**src/hdl/ldcc_defines.vh**
```
// Purpose: constants for the led drive current configuration registers
// Assumes: apb with 32-bit data, one register per aligned word
// Notes: printed offsets are register indices; byte address is index * 4
`ifndef LDCC_DEFINES_VH
`define LDCC_DEFINES_VH

// ----------------------------------------------------------------------
// register indices and byte addresses
// ----------------------------------------------------------------------
`define LDCC_IDX_LED_ONE 8'h23
`define LDCC_IDX_LED_TWO 8'h24
`define LDCC_IDX_FINE 8'h25
`define LDCC_ADDR_LED_ONE 10'h08C
`define LDCC_ADDR_LED_TWO 10'h090
`define LDCC_ADDR_FINE 10'h094

// ----------------------------------------------------------------------
// field positions
// ----------------------------------------------------------------------
`define LDCC_SCALE_BIT 13
`define LDCC_RSVD_ONE_BIT 12
`define LDCC_SLEW_HI 6
`define LDCC_SLEW_LO 4
`define LDCC_COARSE_HI 3
`define LDCC_COARSE_LO 0
`define LDCC_FINE_ONE_HI 4
`define LDCC_FINE_ONE_LO 0
`define LDCC_FINE_TWO_HI 10
`define LDCC_FINE_TWO_LO 6
`define LDCC_FINE_THREE_HI 15
`define LDCC_FINE_THREE_LO 11

// ----------------------------------------------------------------------
// reset values and write masks
// ----------------------------------------------------------------------
`define LDCC_RST_LED_CFG 16'h3000
`define LDCC_RST_FINE 16'h630C
`define LDCC_LED_CFG_MASK 16'hFFFF
`define LDCC_FINE_MASK 16'hFFDF

`endif

```
**src/hdl/ldcc_regs.v**
```verilog
// Purpose: apb register bank for the first and second led drive settings
// Assumes: ref_clk 20 MHz, rst synchronous active high
// Notes: zero wait state apb; unmapped addresses answer pslverr
`include "ldcc_defines.vh"

module ldcc_regs #(
    parameter ADDR_W = 10
) (
    input wire ref_clk,
    input wire rst,
    input wire psel,
    input wire penable,
    input wire pwrite,
    input wire [ADDR_W-1:0] paddr,
    input wire [31:0] pwdata,
    output reg [31:0] prdata,
    output reg pready,
    output reg pslverr,
    output reg led_one_strength_select,
    output reg [2:0] led_one_edge_rate,
    output reg [3:0] led_one_coarse_current,
    output reg [4:0] led_one_fine_trim,
    output reg led_two_strength_select,
    output reg [2:0] led_two_edge_rate,
    output reg [3:0] led_two_coarse_current,
    output reg [4:0] led_two_fine_trim,
    output reg first_led_low_power,
    output reg second_led_low_power
);

    // ------------------------------------------------------------------
    // storage
    // ------------------------------------------------------------------
    reg [15:0] led_one_drive_config_r;
    reg [15:0] led_two_drive_config_r;
    reg [15:0] fine_adjust_r;
    reg [1:0] sel_nxt;
    reg hit_nxt;
    reg [31:0] rd_nxt;
    wire setup_w;
    wire access_w;
    wire wr_w;
    wire wr_one_w;
    wire wr_two_w;
    wire wr_fine_w;

    // ------------------------------------------------------------------
    // address decode
    // ------------------------------------------------------------------
    // full decode; unmapped words answer with pslverr
    function [1:0] ldcc_decode;
        input [ADDR_W-1:0] a;
        begin
            case (a)
                `LDCC_ADDR_LED_ONE: ldcc_decode = 2'h1;
                `LDCC_ADDR_LED_TWO: ldcc_decode = 2'h2;
                `LDCC_ADDR_FINE: ldcc_decode = 2'h3;
                default: ldcc_decode = 2'h0;
            endcase
        end
    endfunction

    always @* begin
        sel_nxt = ldcc_decode(paddr);
        hit_nxt = (sel_nxt != 2'h0);
    end

    // ------------------------------------------------------------------
    // bus phases
    // ------------------------------------------------------------------
    // a write lands only at the edge where the master sees pready high
    assign setup_w = psel & ~penable;
    assign access_w = psel & penable & pready;
    assign wr_w = access_w & pwrite & hit_nxt;
    assign wr_one_w = wr_w & (sel_nxt == 2'h1);
    assign wr_two_w = wr_w & (sel_nxt == 2'h2);
    assign wr_fine_w = wr_w & (sel_nxt == 2'h3);

    // ------------------------------------------------------------------
    // led one register
    // ------------------------------------------------------------------
    // reserved bits are stored as written, software keeps them
    always @(posedge ref_clk) begin
        if (rst) begin
            led_one_drive_config_r <= `LDCC_RST_LED_CFG;
        end else if (wr_one_w) begin
            led_one_drive_config_r <= pwdata[15:0];
        end
    end

    // ------------------------------------------------------------------
    // led two register
    // ------------------------------------------------------------------
    always @(posedge ref_clk) begin
        if (rst) begin
            led_two_drive_config_r <= `LDCC_RST_LED_CFG;
        end else if (wr_two_w) begin
            led_two_drive_config_r <= pwdata[15:0];
        end
    end

    // ------------------------------------------------------------------
    // fine adjust register
    // ------------------------------------------------------------------
    // bit 5 is reserved and always reads zero
    always @(posedge ref_clk) begin
        if (rst) begin
            fine_adjust_r <= `LDCC_RST_FINE;
        end else if (wr_fine_w) begin
            fine_adjust_r <= pwdata[15:0] & `LDCC_FINE_MASK;
        end
    end

    // ------------------------------------------------------------------
    // read data select
    // ------------------------------------------------------------------
    always @* begin
        case (sel_nxt)
            2'h1: rd_nxt = {16'h0000, led_one_drive_config_r};
            2'h2: rd_nxt = {16'h0000, led_two_drive_config_r};
            2'h3: rd_nxt = {16'h0000, fine_adjust_r};
            default: rd_nxt = 32'h00000000;
        endcase
    end

    // ------------------------------------------------------------------
    // apb answer
    // ------------------------------------------------------------------
    // every setup is answered in the next cycle, no extra wait
    always @(posedge ref_clk) begin
        if (rst) begin
            pready <= 1'b0;
        end else begin
            pready <= setup_w;
        end
    end

    // prdata holds until the next read
    always @(posedge ref_clk) begin
        if (rst) begin
            prdata <= 32'h00000000;
        end else if (setup_w & ~pwrite) begin
            prdata <= rd_nxt;
        end
    end

    // ------------------------------------------------------------------
    // apb error answer
    // ------------------------------------------------------------------
    always @(posedge ref_clk) begin
        if (rst) begin
            pslverr <= 1'b0;
        end else begin
            pslverr <= setup_w & ~hit_nxt;
        end
    end

    // ------------------------------------------------------------------
    // led one drive outputs
    // ------------------------------------------------------------------
    // registered copies, one cycle behind the storage
    // scale = 0.4 + 0.6 * bit; zero also means low power
    always @(posedge ref_clk) begin
        if (rst) begin
            led_one_strength_select <= 1'b1;
            first_led_low_power <= 1'b0;
            led_one_edge_rate <= 3'h0;
            led_one_coarse_current <= 4'h0;
            led_one_fine_trim <= 5'h0C;
        end else begin
            led_one_strength_select <=
                led_one_drive_config_r[`LDCC_SCALE_BIT];
            first_led_low_power <=
                ~led_one_drive_config_r[`LDCC_SCALE_BIT];
            // slower codes ease overvoltage stress at the driver
            led_one_edge_rate <= led_one_drive_config_r
                [`LDCC_SLEW_HI:`LDCC_SLEW_LO];
            led_one_coarse_current <= led_one_drive_config_r
                [`LDCC_COARSE_HI:`LDCC_COARSE_LO];
            led_one_fine_trim <= fine_adjust_r
                [`LDCC_FINE_ONE_HI:`LDCC_FINE_ONE_LO];
        end
    end

    // ------------------------------------------------------------------
    // led two drive outputs
    // ------------------------------------------------------------------
    always @(posedge ref_clk) begin
        if (rst) begin
            led_two_strength_select <= 1'b1;
            second_led_low_power <= 1'b0;
            led_two_edge_rate <= 3'h0;
            led_two_coarse_current <= 4'h0;
            led_two_fine_trim <= 5'h0C;
        end else begin
            led_two_strength_select <=
                led_two_drive_config_r[`LDCC_SCALE_BIT];
            second_led_low_power <=
                ~led_two_drive_config_r[`LDCC_SCALE_BIT];
            // slower codes ease overvoltage stress at the driver
            led_two_edge_rate <= led_two_drive_config_r
                [`LDCC_SLEW_HI:`LDCC_SLEW_LO];
            led_two_coarse_current <= led_two_drive_config_r
                [`LDCC_COARSE_HI:`LDCC_COARSE_LO];
            led_two_fine_trim <= fine_adjust_r
                [`LDCC_FINE_TWO_HI:`LDCC_FINE_TWO_LO];
        end
    end

endmodule

```
**config.mk**
```make
export PLATFORM = sky130hd
export DESIGN_NAME = ldcc_regs
export DESIGN_NICKNAME = d
export VERILOG_FILES = /design/src/hdl/ldcc_regs.v
export VERILOG_INCLUDE_DIRS = /design/src /design/src/hdl
export SDC_FILE = /design/constraint.sdc
export NUM_CORES = 1
export LEC_CHECK = 0
export BUFFER_PORTS_ARGS = -buffer_cell sky130_fd_sc_hd__buf_4
export CAP_MARGIN = 0
export CORE_ASPECT_RATIO = 1.2
export CORE_UTILIZATION = 46
export DETAILED_ROUTE_END_ITERATION = 6
export PLACE_DENSITY = 0.88
export REMOVE_ABC_BUFFERS = 1
export SLEW_MARGIN = 20
export SYNTH_ARGS = -nofsm -noshare
export SYNTH_HDL_FRONTEND = slang
export SYNTH_SLANG_ARGS = --single-unit
```
**constraint.sdc**
```tcl
create_clock -name ref_clk -period 1.5 [get_ports ref_clk]
set_clock_uncertainty 0.2 [all_clocks]
set_input_delay 0.15 -clock ref_clk [delete_from_list [all_inputs] [get_ports ref_clk]]
set_output_delay 0.15 -clock ref_clk [all_outputs]
set_load 0.01 [all_outputs]
```
==> metrics.txt, run 1 <==
FF-to-FF path depth 4; Setup TNS -0.0175 ns; Arrival @ worst endpoint 1.56 ns; mapped cell area 3580 µm²; Final Hold Viols 0; Slew Limit Fails 0; VDD IR max around 760 µV; cells taking the most area after synthesis dfxtp_1, mux2i_1, nand2_1; status finished, violations left; Routability Congestion 0.791; maximum clock path buffer count 2; Clk Latency, worst-skew pair 0.35 ns; drt pass-1 iters 4; Antenna Nets Post-Route 0; std cell rows 34; Initial Util 48.4%; initial antenna violation count 0; most frequent cells in the layout buf_4, dfxtp_1, nand2_1, mux2i_1, nor2_1; post-place setup slack -0.350 ns; WP depth 4; Pwr Total 4.58 mW; post-synthesis cell count 371; CP Launch Point pready; largest net degree at the start of global routing 32; Hold Startpoint rst; WHS Path Cells 4; Die ar. 8140 µm²; # clock sinks 93; clock-pin slew on the worst setup and hold paths ~0.090 ns; die width ~83 µm; Top Ports roughly 110; CTS H-tree lvls 3; fin crit period 1.51 ns; Synth top area share 52.0%; setup ws final -0.00735 ns; die span in y 98.6 µm; EDFF count, synth 0; fin nets 534; CTS tree yes; worst-path cell chain and4_4 > nand4_1 > buf_6 > a211o_1; CP peak stage delay 0.34 ns; global route overflow 0; critical path fanouts, max 14; placed cells 546; Final period util 100%; type of origin of the critical path register; family with the most delay on the worst path simple AND/OR/NAND/NOR gates; DR vias/cell 5.07; # DRC 0; leakage 2.10 nW; DR iter-0 viols between 150 and 200; global-route wire length before repair 13.6 mm; multi-input logic area 1520 µm²; CP required 1.55 ns; critical path class register to register; register area 1860 µm²; vias in the first global route about 3000; Yosys warnings 0; power per cell area 950 nW/µm²; CTS Buf Count 9; GRT Util Overall 22.2%; area of the core 7400 µm²; clock root cell clkbuf_8; most common cell after layout, fill and taps aside buf_4; CP max stage cell dfxtp_2; Max-Cap Viols 0; detailed-route via count 2949; synthesis-to-layout area growth 34.7%; Fill cells between 500 and 600; Hold Path Class input port to register; detailed placer's ending HPWL 5.81 mm; async set-reset flop share out of synthesis 0%; Yosys reg bits 93; WL/cell 14.9 µm; fmax 663 MHz; violated checks setup timing; Routed WL 8.67 mm; Setup-failing EPs final 4; share of post-route cells with drive strength above 1 30.3%; PortBufs 76; Seq/Total Area, Yosys 52.0%; non-filler cells, final 582; Crit. End Element register; syn avg cell area approximately 9.6 µm²; Final Util 65.1%; RR Startpoint pready; RSZ-0062 raised after global routing yes; CP bufs+invs 1; Synth area leader dfxtp_1; fin area around 4800 µm²; distinct cell type count after synthesis 37; ys flop type dfxtp_1; number of antenna diodes 0; placed cell areas approximately 4400 µm²; WHS 0.0367 ns
-- metal layers --
| metal | share of wire, % | vias to the layer above | wire length (µm) | global-route usage, % |
|---|---|---|---|---|
| li1 | - | 1454 | - | - |
| met1 | 39 | 1372 | 3370 | 25.3 |
| met2 | 53 | 105 | 4570 | 38.2 |
| met3 | 6.2 | 18 | 538 | 4.81 |
| met4 | 2.2 | 0 | 189 | 10.9 |
| met5 | 0 | - | 0 | 0 |
-- cells by family after synthesis --
group                  share of synthesized area [%]
buffers and inverters                           7.58
multiplexers                                    7.27
AND/OR/NAND/NOR                                 19.6
other                                          0.105
AO/OA/AOI/OAI                                   13.4
flip-flops                                      52.0
-- tightest hold or removal path, cell delays in order --
cell	delay, ns
buf_4	0.10
or2_1	0.15
buf_4	0.13
inv_1	0.03
-- repair_timing --
| action | CTS | global route |
|---|---|---|
| setup buffers | 1 | 1 |
| pin swaps | 2 | 3 |
| setup endpoints to repair | 30 | 39 |
| resized for setup | 3 | 8 |
| endpoints found under the hold margin | 51 | 0 |
| hold buffers | 18 | 0 |
-- flip-flops by register name (all words and copies together) (netlist names) --
name and flops:
fine_adjust_r 15, second_led_low_power 1, led_two_edge_rate 3, led_two_coarse_current 4
led_one_coarse_current 4, prdata 16, pslverr 1, led_two_drive_config_r 16
first_led_low_power 1, pready 1, led_two_fine_trim 5, led_one_edge_rate 3
led_one_fine_trim 5, led_two_strength_select 1, led_one_strength_select 1, led_one_drive_config_r 16
-- synthesized netlist by cell type, drive strengths merged (2+ instances only) --
| master | instances |
|---|---|
| a22o | 15 |
| nand2b | 12 |
| and3b | 2 |
| nor4 | 2 |
| buf | 25 |
| nand2 | 54 |
| nor2b | 20 |
| nor2 | 25 |
| inv | 9 |
| o21ai | 33 |
| a21oi | 18 |
| nor3 | 6 |
| a211o | 3 |
| dfxtp | 93 |
| clkbuf | 13 |
| mux2i | 26 |
| nand4 | 5 |
-- cell type report --
cell class | instances | share of cell area [%]
clock buffer | 9 | 2.57
clock inverter | 7 | 1.84
multi-input combinational | 246 | 31.5
inverter | 9 | 0.701
sequential | 93 | 38.6
tap | 90 | 2.34
timing repair buffer | 128 | 22.4
-- where the power goes --
part           internal (mW)  switching [mW]
logic                  0.148           0.166
registers               2.47         0.00108
clock network          0.933           0.862
-- final timing paths --
| kind | to | slack [ns] |
|---|---|---|
| worst max register to register | fine_adjust_r[14] | -0.007 |
| worst min register to register | led_one_fine_trim[3] | 0.26 |
| worst max-delay path | fine_adjust_r[14] | -0.007 |
| worst min-delay path | pready | 0.04 |
No activity file was read; power rests on OpenSTA's default activity.
==> run 2, diff against run 1 <==
Settings changed: RECOVER_POWER from default to 100.
==> run 2 against run 1 <==
- the run still ends with setup timing left
- first-iteration DRC count is 1.1% lower
- die area stayed put
- design area stayed put
- highest routed layer unchanged
- utilization stayed put
- flip-flop and latch count stayed put
- combinational power hardly changed
- global-route usage stayed put
- clock power hardly changed
- register-to-register slack hardly changed
- sequential share of layout area stayed put
- non-clock buffer count stayed put
- via count stayed put
==> metrics.txt, run 2 (synthesis results as in run 1) <==
largest net degree at the start of global routing 32 (unchanged); Hold Path Class input port to register (unchanged); PortBufs 76 (unchanged); Clk Latency, worst-skew pair 0.35 ns (about the same); CP bufs+invs 1 (unchanged); power per cell area 950 nW/µm² (about the same); Regs by FF count led_one_drive_config_r (16), led_two_drive_config_r (16), prdata (16) (unchanged); # clock sinks 93 (unchanged); violated checks setup timing (unchanged); type of origin of the critical path register (unchanged); vias in the first global route 2913 (unchanged); WL/cell 14.9 µm (about the same); detailed placer's ending HPWL 5.81 mm (unchanged); number of antenna diodes 0 (unchanged); DR vias/cell 5.07 (unchanged); Setup-failing EPs final 4 (unchanged); clock root cell clkbuf_8 (unchanged); die width 82.5 µm (unchanged); maximum clock path buffer count 2 (unchanged); Slew Limit Fails 0 (unchanged); Pwr Total 4.58 mW (about the same); die span in y 98.6 µm (unchanged); fin nets 534 (unchanged); global route overflow 0 (unchanged); setup ws final -0.00736 ns (was -0.00735 ns); WHS 0.0408 ns (was 0.0367 ns); CTS Buf Count 9 (unchanged); GRT Util Overall 22.2% (unchanged); leakage 2.10 nW (about the same); area of the core 7400 µm² (unchanged); CTS H-tree lvls 3 (unchanged); fmax 663 MHz (about the same); CP max stage cell dfxtp_2 (unchanged); RSZ-0062 raised after global routing yes (unchanged); Antenna Nets Post-Route 0 (unchanged); most common cell after layout, fill and taps aside buf_4 (unchanged); DR iter-0 viols 186 (was 188); CTS tree yes (unchanged); clock-pin slew on the worst setup and hold paths 0.09 ns (about the same); # DRC 0 (unchanged); synthesis-to-layout area growth 34.7% (unchanged); most frequent cells in the layout buf_4, dfxtp_1, nand2_1, mux2i_1, nor2_1 (unchanged); Final period util 100% (about the same); Crit. End Element register (unchanged); worst-path cell chain and4_4 > nand4_1 > buf_6 > a211o_1 (unchanged); Routability Congestion 0.791 (unchanged); std cell rows 34 (unchanged); drt pass-1 iters 4 (unchanged); Die ar. 8140 µm² (unchanged); VDD IR max 759 µV (about the same); Routed WL 8.67 mm (about the same); critical path fanouts, max 14 (unchanged); Final Hold Viols 0 (unchanged); global-route wire length before repair 13.6 mm (unchanged); initial antenna violation count 0 (unchanged); status finished, violations left (unchanged); CP required 1.55 ns (about the same); Arrival @ worst endpoint 1.56 ns (about the same); Max-Cap Viols 0 (unchanged); share of post-route cells with drive strength above 1 30.3% (unchanged); critical path class register to register (unchanged); family with the most delay on the worst path simple AND/OR/NAND/NOR gates (unchanged); CP peak stage delay 0.34 ns (about the same); Initial Util 48.4% (unchanged); fin crit period 1.51 ns (about the same); Top Ports 109 (unchanged); detailed-route via count 2949 (unchanged)
[run 2: cell types whose count changed in the layout (fill, tap and decap cells not counted)]
cell | previous run | this run
or2_1 | 1 | 0
or2_0 | 0 | 1
[run 2: where the power goes]
part           total, mW  switching, mW  internal [mW]
Combinational      0.314          0.166          0.148
Clock               1.79          0.862          0.933
Sequential          2.47        0.00108           2.47
[run 2: timing repair]
| item | in CTS | in global routing |
|---|---|---|
| gates resized for setup | 3 | 8 |
| setup endpoints to repair | 30 | 39 |
| hold endpoints to repair | 51 | 0 |
| pin swaps | 2 | 3 |
| setup buffers | 1 | 1 |
| hold buffers | 18 | 0 |
[run 2: area by class of cell]
class / count / area, µm²
Clock buffer: 9 / 124
Tap cell: 90 / 113
Inverter: 9 / 33.8
Clock inverter: 7 / 88.8
Fill cell: 599 / 2580
Multi-Input combinational cell: 246 / 1520
Timing Repair Buffer: 128 / 1080
Sequential cell: 93 / 1860
[run 2: worst min-delay path, stage by stage]
cell     delay, ns
buf_4         0.09
nor3_2        0.03
buf_4         0.14
nand4_1       0.08
a21oi_1       0.06
[run 2: path summary, 6_finish.rpt]
kind | cells after the start | slack, ns | end | start
worst min-delay path | 5 | 0.04 | prdata[5] | paddr[5]
worst max register to register | 4 | -0.007 | fine_adjust_r[14] | pready
worst max-delay path | 4 | -0.007 | fine_adjust_r[14] | pready
worst min register to register | 2 | 0.26 | led_one_fine_trim[3] | fine_adjust_r[3]
[run 2: through the flow]
stage	setup WS (ns)	instances	setup TNS (ns)	utilization (%)	area (µm²)
after floorplan	-0.334	348	-11.65	-	3400
after global placement	-0.317	546	-11.41	59.1	4370
after detailed placement	-0.350	546	-13.92	59.1	4370
after CTS	-0.00159	581	-0.00422	64.6	4780
after global routing	-0.0608	582	-0.776	65.1	4820
final	-0.00736	582	-0.0175	65.1	4820
[run 2: metal layers]
metal  wire length [µm]  track usage [%]  vias up
met2               4570             38.2      105
met5                  0                0        -
met3                538             4.81       18
li1                   -                -     1454
met1               3370             25.3     1372
met4                189             10.9        0
